File: config.mk
export PLATFORM = sky130hd
export DESIGN_NAME = silpo_top
export DESIGN_NICKNAME = d
export VERILOG_FILES = /design/src/pkg/silpo_pkg.sv /design/src/silpo_top.sv
export SDC_FILE = /design/constraint.sdc
export NUM_CORES = 1
export LEC_CHECK = 0
export BUFFER_PORTS_ARGS = -buffer_cell sky130_fd_sc_hd__buf_2
export CORE_MARGIN = 2
export CORE_UTILIZATION = 50
export DETAILED_ROUTE_END_ITERATION = 10
export HOLD_SLACK_MARGIN = 0.15
export PLACE_DENSITY = 0.76
export SLEW_MARGIN = 20
export SYNTH_ARGS = -nofsm -noshare
export SYNTH_HDL_FRONTEND = slang
export SYNTH_SLANG_ARGS = --single-unit
File: constraint.sdc
create_clock -name i_ref_clk -period 2 [get_ports i_ref_clk]
set_clock_uncertainty 0.1 [all_clocks]
set_input_delay 0 -clock i_ref_clk [delete_from_list [all_inputs] [get_ports i_ref_clk]]
set_output_delay 0 -clock i_ref_clk [all_outputs]
set_load 0.05 [all_outputs]
File: src/pkg/silpo_pkg.sv
// Package for the serial-in latched power output block.
// Assumes a single 200 MHz system clock; pin inputs are asynchronous.
package silpo_pkg;
    // Structure
    localparam int          STAGES       = 8;
    localparam logic [7:0]  STAGE_RST    = 8'h00;
    localparam logic [7:0]  SINK_OFF_OE  = 8'hFF;
    // Input synchroniser depth (sampled taps two and three compared)
    localparam int          SYNC_DEPTH   = 3;
    // Clock period in picoseconds
    localparam int          CLK_PERIOD_PS = 5000;
    // Host spacing from last shift edge to strobe, in ns
    localparam int          SHIFT_TO_STB_NS  = 50;
    localparam int          SHIFT_TO_STB_CYC = (SHIFT_TO_STB_NS * 1000 + CLK_PERIOD_PS - 1)
                                               / CLK_PERIOD_PS;
    // Host least output enable pulse, in ns (4.5 us)
    localparam int          OE_PULSE_NS      = 4500;
    localparam int          OE_PULSE_CYC     = (OE_PULSE_NS * 1000 + CLK_PERIOD_PS - 1)
                                               / CLK_PERIOD_PS;
    // Buffer depth for latched words
    localparam int          BUF_DEPTH    = 2;
    // Buffer states
    typedef enum logic [2:0]
    {
        SILPO_EMPTY = 3'b001,
        SILPO_ONE   = 3'b010,
        SILPO_FULL  = 3'b100
    } silpo_buf_t;
endpackage

File: src/silpo_top.sv
// Serial-in, latched, open-drain power output expander.
// Pins are sampled by i_ref_clk; the host keeps shift clock well below 200 MHz / 4.
`timescale 1ns/1ps
`default_nettype none

module silpo_top
    import silpo_pkg::*;
(
    // System
    input  wire logic               i_ref_clk,
    input  wire logic               i_sys_rst,
    // Host pins
    input  wire logic               i_ser_data,
    input  wire logic               i_shift_clk,
    input  wire logic               i_strobe,
    input  wire logic               i_out_en_n,
    input  wire logic               i_clear_n,
    // Latched word stream out (two-entry buffer)
    output logic                    o_word_valid,
    input  wire logic               i_word_ready,
    output logic [STAGES-1:0]       o_word_data,
    // Cascade and drivers
    output logic                    o_ser_cascade,
    output logic [STAGES-1:0]       o_sink_lines,
    output logic [STAGES-1:0]       o_sink_lines_oe_n
);

    // Three-stage synchronisers for all pins
    logic [SYNC_DEPTH-1:0] sd_q, sc_q, st_q, oe_q, cl_q;
    logic sc_f_q, st_f_q, oe_f_q, cl_f_q;
    logic [STAGES-1:0] shift_q, latch_q;

    // Debounced level: change counts once taps two and three agree
    function automatic logic filt(input logic [SYNC_DEPTH-1:0] s, input logic prev);
        filt = (s[1] == s[2]) ? s[2] : prev;
    endfunction

    // Synchroniser shift chains
    always_ff @(posedge i_ref_clk)
    begin
        if (i_sys_rst)
        begin
            sd_q <= '0;
            sc_q <= '0;
            st_q <= '0;
            oe_q <= '1;
            cl_q <= '1;
        end
        else
        begin
            sd_q <= {sd_q[SYNC_DEPTH-2:0], i_ser_data};
            sc_q <= {sc_q[SYNC_DEPTH-2:0], i_shift_clk};
            st_q <= {st_q[SYNC_DEPTH-2:0], i_strobe};
            oe_q <= {oe_q[SYNC_DEPTH-2:0], i_out_en_n};
            cl_q <= {cl_q[SYNC_DEPTH-2:0], i_clear_n};
        end
    end

    // Filtered pin levels
    always_ff @(posedge i_ref_clk)
    begin
        if (i_sys_rst)
        begin
            sc_f_q <= 1'b0;
            st_f_q <= 1'b0;
            oe_f_q <= 1'b1;
            cl_f_q <= 1'b1;
        end
        else
        begin
            sc_f_q <= filt(sc_q, sc_f_q);
            st_f_q <= filt(st_q, st_f_q);
            oe_f_q <= filt(oe_q, oe_f_q);
            cl_f_q <= filt(cl_q, cl_f_q);
        end
    end

    // Edge detection on filtered levels; clear level and unfiltered third data tap
    wire sc_rise  = ~sc_f_q & filt(sc_q, sc_f_q);
    wire st_rise  = ~st_f_q & filt(st_q, st_f_q);
    wire clr_act  = ~cl_f_q;
    wire data_bit = sd_q[2];

    // Shift stages
    always_ff @(posedge i_ref_clk)
    begin
        if (i_sys_rst)
            shift_q <= STAGE_RST;
        else if (clr_act)
            shift_q <= STAGE_RST;
        else if (sc_rise)
            shift_q <= {shift_q[STAGES-2:0], data_bit};
    end

    // Latch bank
    always_ff @(posedge i_ref_clk)
    begin
        if (i_sys_rst)
            latch_q <= STAGE_RST;
        else if (clr_act)
            latch_q <= STAGE_RST;
        else if (st_rise)
            latch_q <= shift_q;
    end

    // Driver enable select: blank all, or invert the latch so a one sinks
    wire [STAGES-1:0] sink_oe_n_d = oe_f_q ? SINK_OFF_OE : ~latch_q;

    // Driver outputs from flops
    always_ff @(posedge i_ref_clk)
    begin
        if (i_sys_rst)
        begin
            o_sink_lines_oe_n <= SINK_OFF_OE;
            o_ser_cascade     <= 1'b0;
        end
        else
        begin
            o_sink_lines_oe_n <= sink_oe_n_d;
            o_ser_cascade     <= shift_q[STAGES-1];
        end
    end
    assign o_sink_lines = '0;               // Open drain only ever drives low

    // Two-entry buffer of latched words; each strobe offers the new latch word.
    // The host cannot be stalled, so a strobe into a full buffer with no pop in that cycle loses that word.
    silpo_buf_t        buf_state_q;
    logic [STAGES-1:0] b0_q, b1_q;
    // Push on every accepted strobe, pop on a completed handshake
    wire push = st_rise & ~clr_act;
    wire pop  = o_word_valid & i_word_ready;

    // Buffer occupancy and entries; entry zero is always the head word
    always_ff @(posedge i_ref_clk)
    begin
        if (i_sys_rst)
        begin
            buf_state_q <= SILPO_EMPTY;
            b0_q        <= STAGE_RST;
            b1_q        <= STAGE_RST;
        end
        else
        begin
            case (buf_state_q)
                // Empty: first word goes straight to the head
                SILPO_EMPTY:
                begin
                    if (push)
                    begin
                        b0_q        <= shift_q;
                        buf_state_q <= SILPO_ONE;
                    end
                end
                // One held: a pop and push together replace the head
                SILPO_ONE:
                begin
                    if (push & pop)
                        b0_q <= shift_q;
                    else if (push)
                    begin
                        b1_q        <= shift_q;
                        buf_state_q <= SILPO_FULL;
                    end
                    else if (pop)
                        buf_state_q <= SILPO_EMPTY;
                end
                // Full: the second entry moves up on a pop
                SILPO_FULL:
                begin
                    // Newest word dropped only when both entries are held
                    if (pop)
                    begin
                        b0_q <= b1_q;
                        if (push)
                            b1_q <= shift_q;
                        else
                            buf_state_q <= SILPO_ONE;
                    end
                end
                default:
                    buf_state_q <= SILPO_EMPTY;
            endcase
        end
    end

    // Valid while any entry is held; the head stands until it is popped
    assign o_word_valid = (buf_state_q != SILPO_EMPTY);
    assign o_word_data  = b0_q;

endmodule

`default_nettype wire

==> metrics.yaml, run 1 <==
floorplan:
  start_util_pct: 53.0
  pin_count: 34
  die_h_um: 72.7
  coreArea_sq_um: 4440
  num_rows: 24
  dieArea_sq_um: 5280
  chipWidth_um: 72.7
critical_path:
  r2r_setup_slack_ns: 0.05
  critPathRequiredTime_ns: 2.17
  critical_path.max_fanout: 6
  crit_arrival_ns: 2.12
  startpoint_type: "flop"
  worstSetupPathType: "reg2reg"
  cp-end-kind: "flop"
placement:
  place_congestion: 0.824
  dp_hpwl_mm: 2.61
  io_buffers: 25
drt:
  wl_met3_um: 138
  routed_wl_mm: 4.08
  drt_iter0_markers: 84
  via_per_inst: 4.98
  wl_met1_mm: 2.02
  avgRoutedWirePerCell_um: 12.2
  final_antenna_net_count: 0
  dr.pass1.iters: 4
  drc: 0
  vias: 1668
  route.met2.wl_mm: 1.85
  top_layer_used: "met4"
timing:
  max_freq_ghz: 0.513
  min_period_ns: 1.95
  max_slew_margin_pct: 63.2
  whs_ns: 0.282
  finalHoldViolations: 0
  period_share_pct: 97.5
  finalSetupViolCount: 0
  slew_viol_final: 0
  rsz0062_at_grt: "false"
  fin_setup_tns_ns: 0
  worst_pin_slew_ns: 0.549
synth:
  synth_cell_types: 31
  synth-seq-cells: 63
  synthFlopType: "dfxtp_1"
  synth-seq-area-share_pct: 53.5
  syn_avg_cell_area_sq_um: 9.99
  ys_warn_count: 0
  async_reset_ff_share_pct: 0
  synth_cells: 236
  synth_edf_count: 0
  syn_area_sq_um: 2360
layout:
  fin_util_pct: 64.2
  nets: 286
  fillers: 364
  layout_common_cells: "dfxtp_1 (63), buf_2 (25), mux2i_1 (24)"
  final_common_cell: "dfxtp_1"
  drive_above_1_share_pct: 26.1
  area_growth_pct: 21.1
  diodes: 0
  multi_input_area_sq_um: 1010
  seqCellArea_sq_um: 1260
clock_network:
  cts_resized: 0
  cts_tree: "yes"
  clkSinkCount: 63
  clk_path_buf_depth: 2
  cts_root_buf: "clkbuf_8"
  insertion_delay_ns: 0.33
  numCtsBuffers: 9
  htreeDepth: 3
  clk_pin_slew_ns: 0.07
global_route:
  grt_usage_pct: 16.6
  grt_overflow_total: 0
  antenna_found_initial: 0
  grt_pass1_wl_mm: 6.63
  first_global_vias: 1504
  grt_max_degree: 24
outcome:
  status: "finished clean"
hold_path:
  hp-class: "reg2reg"
power_and_ir_drop:
  pwr_density_cell_nw_per_um2: 907
  vdd_drop_max_v: 0.000788
  power.leakage_nw: 1.22
run:
  maxCapViolCount: 0
## path summary, 6_finish.rpt
kind              cells past startpoint      startpoint              endpoint
hold reg to reg                       1      latch_q[7]  o_sink_lines_oe_n[7]
setup reg to reg                      5  buf_state_q[1]        buf_state_q[2]
hold / removal                        1      latch_q[7]  o_sink_lines_oe_n[7]
setup / recovery                      5  buf_state_q[1]        buf_state_q[2]
## area by class of cell
class	instances	area share [%]
clock buffers	13	5.57
clock inverters	3	2.28
inverters	2	0.263
multi-input cells	159	35.4
flip-flops and latches	63	44.2
well taps	52	2.28
repair buffers	43	10.1
## metal layers
metal  global-route usage, %  vias up
met1                    20.5      771
li1                        -      853
met4                    8.64        0
met2                    25.6       38
met5                       0        -
met3                    5.80        6
## sequential cells by signal, summed over array words and instances, names as in the netlist
name	cells
b1_q	8
buf_state_q	3
cl_f_q	1
cl_q	3
latch_q	8
o_ser_cascade	1
o_sink_lines_oe_n	8
o_word_data	8
oe_f_q	1
oe_q	3
sc_f_q	1
sc_q	3
sd_q	3
shift_q	8
st_f_q	1
st_q	3
## where the power goes
part           internal, mW  total, mW  switching (mW)
Sequential             1.27       1.27         0.00501
Combinational        0.0305     0.0960          0.0655
Clock                 0.769       1.22           0.453
## synthesized netlist by cell type (2+ instances only)
cell type  number  area [sq um]
dfxtp_1        63          1260
mux2i_1        24           240
nor2_1         23          86.3
nand2_1        20          75.1
nor2b_1        18           113
a21oi_1        13          65.1
o21ai_0        12          60.1
buf_4           9          67.6
clkbuf_1        9          33.8
mux2_2          8          90.1
nor2_2          8          50.1
or2_2           7          43.8
inv_1           2          7.51
nand3b_1        2          15.0
nor3_1          2          10.0
## worst max-delay path, stage by stage, from the launching register on
cell and delay (ns):
dfxtp_1 0.39, or3b_4 0.42, a21oi_1 0.14, nor2_1 0.07
nor3_1 0.18, dlygate4sd3_1 0.59
## stage by stage
step           power (mW)  setup WS, ns  cells  area, sq um
2_1_floorplan        1.38        0.0327    243         2380
4_1_cts              2.61         0.103    334         2850
6_report             2.59        0.0493    335         2860
3_5_place_dp         1.38         0.150    307         2510
5_1_grt              2.67       0.00764    335         2860
3_3_place_gp         1.38         0.235    307         2510
## kinds of logic (layout without fill, tap and decap cells)
| group | Yosys count | in the layout | share of synthesized area (%) |
|---|---|---|---|
| flip-flops | 63 | 63 | 53.5 |
| AND/OR/NAND/NOR | 89 | 89 | 20.1 |
| multiplexers | 32 | 32 | 14.0 |
| other | 1 | 8 | 0.159 |
| buffers and inverters | 21 | 61 | 4.78 |
| AO/OA/AOI/OAI | 30 | 30 | 7.48 |
## what timing repair did
item                                    CTS  global route
hold buffers                             11             0
endpoints found under the setup margin    0             9
hold endpoints to repair                 19             0
buffers inserted                          0             1
Power figures use the tool's default switching activity.
==> inputs of run 2 (changes only) <==
- ABC_AREA: unset -> 1
- CORE_UTILIZATION: 50 -> 40
- PLACE_DENSITY: 0.76 -> 0.64
==> run 2 against run 1 <==
Compared with the run above:
- first-iteration DRC count grew 14%
- global-route usage shrank 1.9 points
- cell count grew 28%
- wire length grew 7.0%
- flip-flop and latch count is the same
- clock-buffer cell count shrank 3
- sequential share of layout area shrank 0.058 points
- hold slack gained 0.0030 ns
==> metrics.yaml, run 2 <==
floorplan:
  start_util_pct: 41.0
  die_h_um: 81.4
  dieArea_sq_um: 6630
  pin_count: 34
  num_rows: 28
  coreArea_sq_um: 5850
  chipWidth_um: 81.4
timing:
  rsz0062_at_grt: "false"
  slew_viol_final: 0
  fin_setup_tns_ns: 0
  min_period_ns: 1.62
  period_share_pct: 81.1
  finalHoldViolations: 0
  max_freq_ghz: 0.616
  finalSetupViolCount: 0
critical_path:
  cp-end-kind: "flop"
  critPathRequiredTime_ns: 2.17
  crit_arrival_ns: 1.80
  startpoint_type: "flop"
  critical_path.max_fanout: 13
  worstSetupPathType: "reg2reg"
layout:
  layout_common_cells: "nand2_1 (63), dfxtp_1 (63), nor2_1 (49)"
  area_growth_pct: 19.3
  fin_area_sq_um: 2860
  diodes: 0
  stdcell_count: 429
  fillers: 570
  drive_above_1_share_pct: 17.2
  nets: 359
synth:
  synth_top_cells_by_count: "dfxtp_1 (63), nand2_1 (63), nor2_1 (49)"
  ys_warn_count: 0
  synth.top_cell.area_share_pct: 52.6
  synthFlopType: "dfxtp_1"
  synth_edf_count: 0
  syn_avg_cell_area_sq_um: 7.73
  synth_top_cell_by_area: "dfxtp_1"
  async_reset_ff_share_pct: 0
  synth-seq-cells: 63
  synth-seq-area-share_pct: 52.6
  synth_cell_types: 22
  synth.area.top_cells: "dfxtp_1 (53%), nand2_1 (9.9%), nor2_1 (7.7%)"
  syn_area_sq_um: 2400
  synth_cells: 310
power_and_ir_drop:
  vdd_drop_max_v: 0.000533
  pwr_density_cell_nw_per_um2: 1230
  power.leakage_nw: 1.23
clock_network:
  clkSinkCount: 63
  numCtsBuffers: 9
  cts_root_buf: "clkbuf_8"
  cts_resized: 0
  holdBufCountCts: 10
  cts_tree: "yes"
  insertion_delay_ns: 0.33
  htreeDepth: 3
  clk_path_buf_depth: 2
  clk_pin_slew_ns: 0.07
  cts_setup_buffers: 0
outcome:
  status: "finished clean"
placement:
  io_buffers: 25
  dp_hpwl_mm: 3.01
  place_inst: 405
  placed_cell_area_sq_um: 2570
  place_congestion: 0.810
hold_path:
  hp-class: "in2reg"
drt:
  drt_iter0_markers: 96
  via_per_inst: 4.50
  avgRoutedWirePerCell_um: 10.2
  vias: 1929
  dr.pass1.iters: 4
  routed_wl_mm: 4.37
  drc: 0
  final_antenna_net_count: 0
global_route:
  antenna_found_initial: 0
  first_global_vias: 1773
  grt_overflow_total: 0
  grt_max_degree: 31
  grt_pass1_wl_mm: 7.48
  grt_usage_pct: 14.7
run:
  maxCapViolCount: 0
## run 2: cell count changes after synthesis, moves of 13 or more
cell / change
nor2_1: +26
nand2_1: +43
nand3_1: +13
mux2i_1: -24
inv_1: +36
nor2b_1: -18
## run 2: final cells by class
| class | instances | area [sq um] | share of cell area (%) |
|---|---|---|---|
| clock inverters | 4 | 47.5 | 1.66 |
| flip-flops and latches | 63 | 1260 | 44.1 |
| well taps | 75 | 93.8 | 3.28 |
| clock buffers | 10 | 138 | 4.81 |
| repair buffers | 39 | 255 | 8.93 |
| multi-input cells | 200 | 921 | 32.2 |
| inverters | 38 | 143 | 4.99 |
## run 2: power breakdown
group	switching (mW)	internal, mW
Clock	0.466	0.591
Sequential	0.0590	1.36
Combinational	0.739	0.286
## run 2: cell families (layout without fill, tap and decap cells)
group           after synthesis  count (layout)  share of synthesized area (%)
flops                        63              63                           52.6
simple gates                147             147                           27.6
compound gates               44              44                           9.19
buf+inv                      54              91                           10.1
other cells                   1               8                          0.156
fa+ha+maj                     1               1                          0.418
## run 2: worst paths after layout
check / from / endpoint / slack, ns / cells past startpoint
max: buf_state_q[0] / buf_state_q[1] / 0.38 / 9
min: i_out_en_n / oe_q[0] / 0.29 / 3
max reg2reg: buf_state_q[0] / buf_state_q[1] / 0.38 / 9
min reg2reg: latch_q[7] / o_sink_lines_oe_n[7] / 0.29 / 1
## run 2: metal layers
layer  part of all wire (%)  vias up  GRT usage [%]
met5                      0        -              0
met4                    3.0        0           9.66
met3                    4.0       12           3.41
met2                     46       35           23.9
met1                     47      854           17.4
li1                       -     1028              -
## run 2: worst max-delay path, cell delays in order (launching register included)
cell and delay (ns):
dfxtp_1 0.34, nor2_1 0.13, nand2_2 0.15, inv_1 0.33, nand2_1 0.12, nand2_1 0.11
inv_1 0.06, nand3_1 0.08, nand2_1 0.06, nor2_1 0.09
## run 2: metrics by stage
step	util [%]	power [mW]	worst slack [ns]	hold slack (ns)
after CTS	48.9	3.54	0.388	0.269
after floorplan	-	2.33	0.414	0.00381
after global placement	44.0	2.46	0.443	0.0838
after detailed placement	44.0	2.47	0.425	0.0875
after global routing	48.9	3.72	0.197	0.301
final	48.9	3.50	0.377	0.285
==> inputs of run 3 (changes only) <==
- ABC_AREA: 1 -> 0
- clock period: 2 -> 1.5 ns (I/O delays scaled with it)
==> run 3 against run 2 <==
Compared with the run above:
- the flow now finishes with violations (setup timing)
- cell area increased by 8.9%
- cell count fell by 14%
- wire length is 3.8% lower
- combinational power fell by 87%
==> metrics.yaml, run 3 (same netlist as run 1, synthesis figures left out) <==
floorplan:
  num_rows: 27
  dieArea_sq_um: 6520
  chipWidth_um: 80.8
  coreArea_sq_um: 5610
  pin_count: 34
  die_h_um: 80.8
  start_util_pct: 42.0
clock_network:
  numCtsBuffers: 9
  clk_path_buf_depth: 2
  cts_tree: "yes"
  htreeDepth: 3
  cts_root_buf: "clkbuf_8"
  insertion_delay_ns: 0.33
  clk_pin_slew_ns: 0.07
  clkSinkCount: 63
critical_path:
  worstSetupPathType: "in2reg"
  critical_path.max_fanout: 8
  cp-end-kind: "flop"
  critPathRequiredTime_ns: 1.62
  cp_num_cells: 7
  path_buf_inv: 3
  critPathTopFamily: "buffers and inverters"
  crit_arrival_ns: 1.82
  startpoint_type: "input pin"
  reg2regPathDepth: 5
  slowest_stage: "dlygate4sd3_1"
  r2r_setup_slack_ns: -0.20
  path_cells: "buf_2 > dlygate4sd3_1 > or3b_4 > a211oi_4 > buf_12 > mux2i_2 > nor2_2"
  critPathMaxStageDelay_ns: 0.57
global_route:
  grt_overflow_total: 0
  grt_max_degree: 21
  met1_usage_pct: 18.0
  grt_pass1_wl_mm: 7.04
  met2_usage_pct: 21.3
  grt_busiest_layer: "met2"
  first_global_vias: 1584
  antenna_found_initial: 0
  grt_usage_pct: 14.3
  grt_use_met3_pct: 3.56
drt:
  vias: 1719
  avgRoutedWirePerCell_um: 11.4
  drc: 0
  drt_iter0_markers: 94
  final_antenna_net_count: 0
  via_per_inst: 4.66
  routed_wl_mm: 4.20
  dr.pass1.iters: 5
layout:
  diodes: 0
  fillers: 529
  nets: 300
  fin_util_pct: 55.5
  final_common_cell: "dfxtp_1"
  layout_common_cells: "dfxtp_1 (59), buf_2 (24), mux2i_1 (21), nor2_1 (21), buf_4 (21)"
  fin_area_sq_um: 3110
  drive_above_1_share_pct: 36.0
  area_growth_pct: 32.1
power_and_ir_drop:
  clkPwrFrac_pct: 46.8
  power_frac_seq_pct: 49.2
  pwr_density_cell_nw_per_um2: 1100
  pwr-share-comb_pct: 4.0
  power_switching_mw: 0.770
  total_power_mw: 3.44
  sw_frac_of_total_pct: 22.4
  power.leakage_nw: 1.31
  internal_power_mw: 2.67
  vdd_drop_max_v: 0.000533
timing:
  slew_viol_final: 0
  min_period_ns: 1.70
  postLayoutSetupSlackWorst_ns: -0.204
  finalHoldViolations: 0
  finalSetupViolCount: 16
  period_share_pct: 114
  max_freq_ghz: 0.587
  rsz0062_at_grt: "true"
placement:
  place_congestion: 0.838
  placed_cell_area_sq_um: 2690
  io_buffers: 25
  dp_slack_ns: -0.269
  dp_hpwl_mm: 2.82
hold_path:
  holdPathStages: 1
  hp-class: "reg2reg"
outcome:
  violations: "setup timing"
  status: "complete, but fails checks"
run:
  maxCapViolCount: 0
-- run 3: changes by cell type in the layout (fill, tap and decap cells not counted), sizes merged, moves of 3 or more --
cell	previous run	this run
a21oi	22	13
buf	29	50
dlygate4sd3	10	7
inv	38	2
mux2	0	8
mux2i	0	24
nand2	65	20
nand3	16	0
nor2	54	31
nor2b	0	18
o21ai	22	12
-- run 3: area by class of cell --
type | count | area (sq um) | share of cell area (%)
sequential | 63 | 1270 | 40.8
multi-input combinational | 159 | 1100 | 35.2
timing repair buffer | 57 | 425 | 13.7
clock buffer | 9 | 124 | 3.98
clock inverter | 7 | 97.6 | 3.14
tap | 72 | 90.1 | 2.89
inverter | 2 | 7.51 | 0.241
-- run 3: layer usage --
layer | vias up | part of all wire (%)
met5 | - | 0
met3 | 12 | 4.6
met4 | 0 | 2.8
li1 | 880 | -
met1 | 791 | 50
met2 | 36 | 43
-- run 3: final timing paths --
path,from,to
worst max-delay path,i_word_ready,b1_q[6]
worst min-delay path,latch_q[7],o_sink_lines_oe_n[7]
worst max register to register,buf_state_q[1],b1_q[6]
worst min register to register,latch_q[7],o_sink_lines_oe_n[7]
-- run 3: worst reg2reg max path, delay by kind of cell (launching register included) --
| family | cells | cell delay [ns] |
|---|---|---|
| compound gates | 1 | 0.26 |
| flops | 1 | 0.37 |
| buf+inv | 1 | 0.18 |
| mux | 1 | 0.23 |
| simple gates | 2 | 0.45 |
-- run 3: power groups by stage --
stage                     sequential, mW  clock [mW]  combinational [mW]
after CTS                           1.69        1.65               0.135
after floorplan                     1.73           0               0.103
final                               1.69        1.61               0.137
after detailed placement            1.73           0               0.119
after global routing                1.69        1.71               0.149
after global placement              1.73           0               0.119
-- run 3: through the flow --
stage,hold WS (ns),setup TNS [ns],std cells
after floorplan,0.00381,-3.79,243
after global placement,0.0829,-3.12,342
after detailed placement,0.0853,-3.60,342
after CTS,0.263,-2.18,368
after global routing,0.291,-3.59,369
final,0.282,-2.43,369
-- run 3: what timing repair did --
| item | CTS | global route |
|---|---|---|
| buffers inserted | 4 | 2 |
| pin swaps | 2 | 3 |
| cloned | 0 | 0 |
| endpoints found under the setup margin | 17 | 19 |
| resized for setup | 13 | 10 |
| hold endpoints to repair | 22 | 1 |
| hold buffers | 7 | 1 |
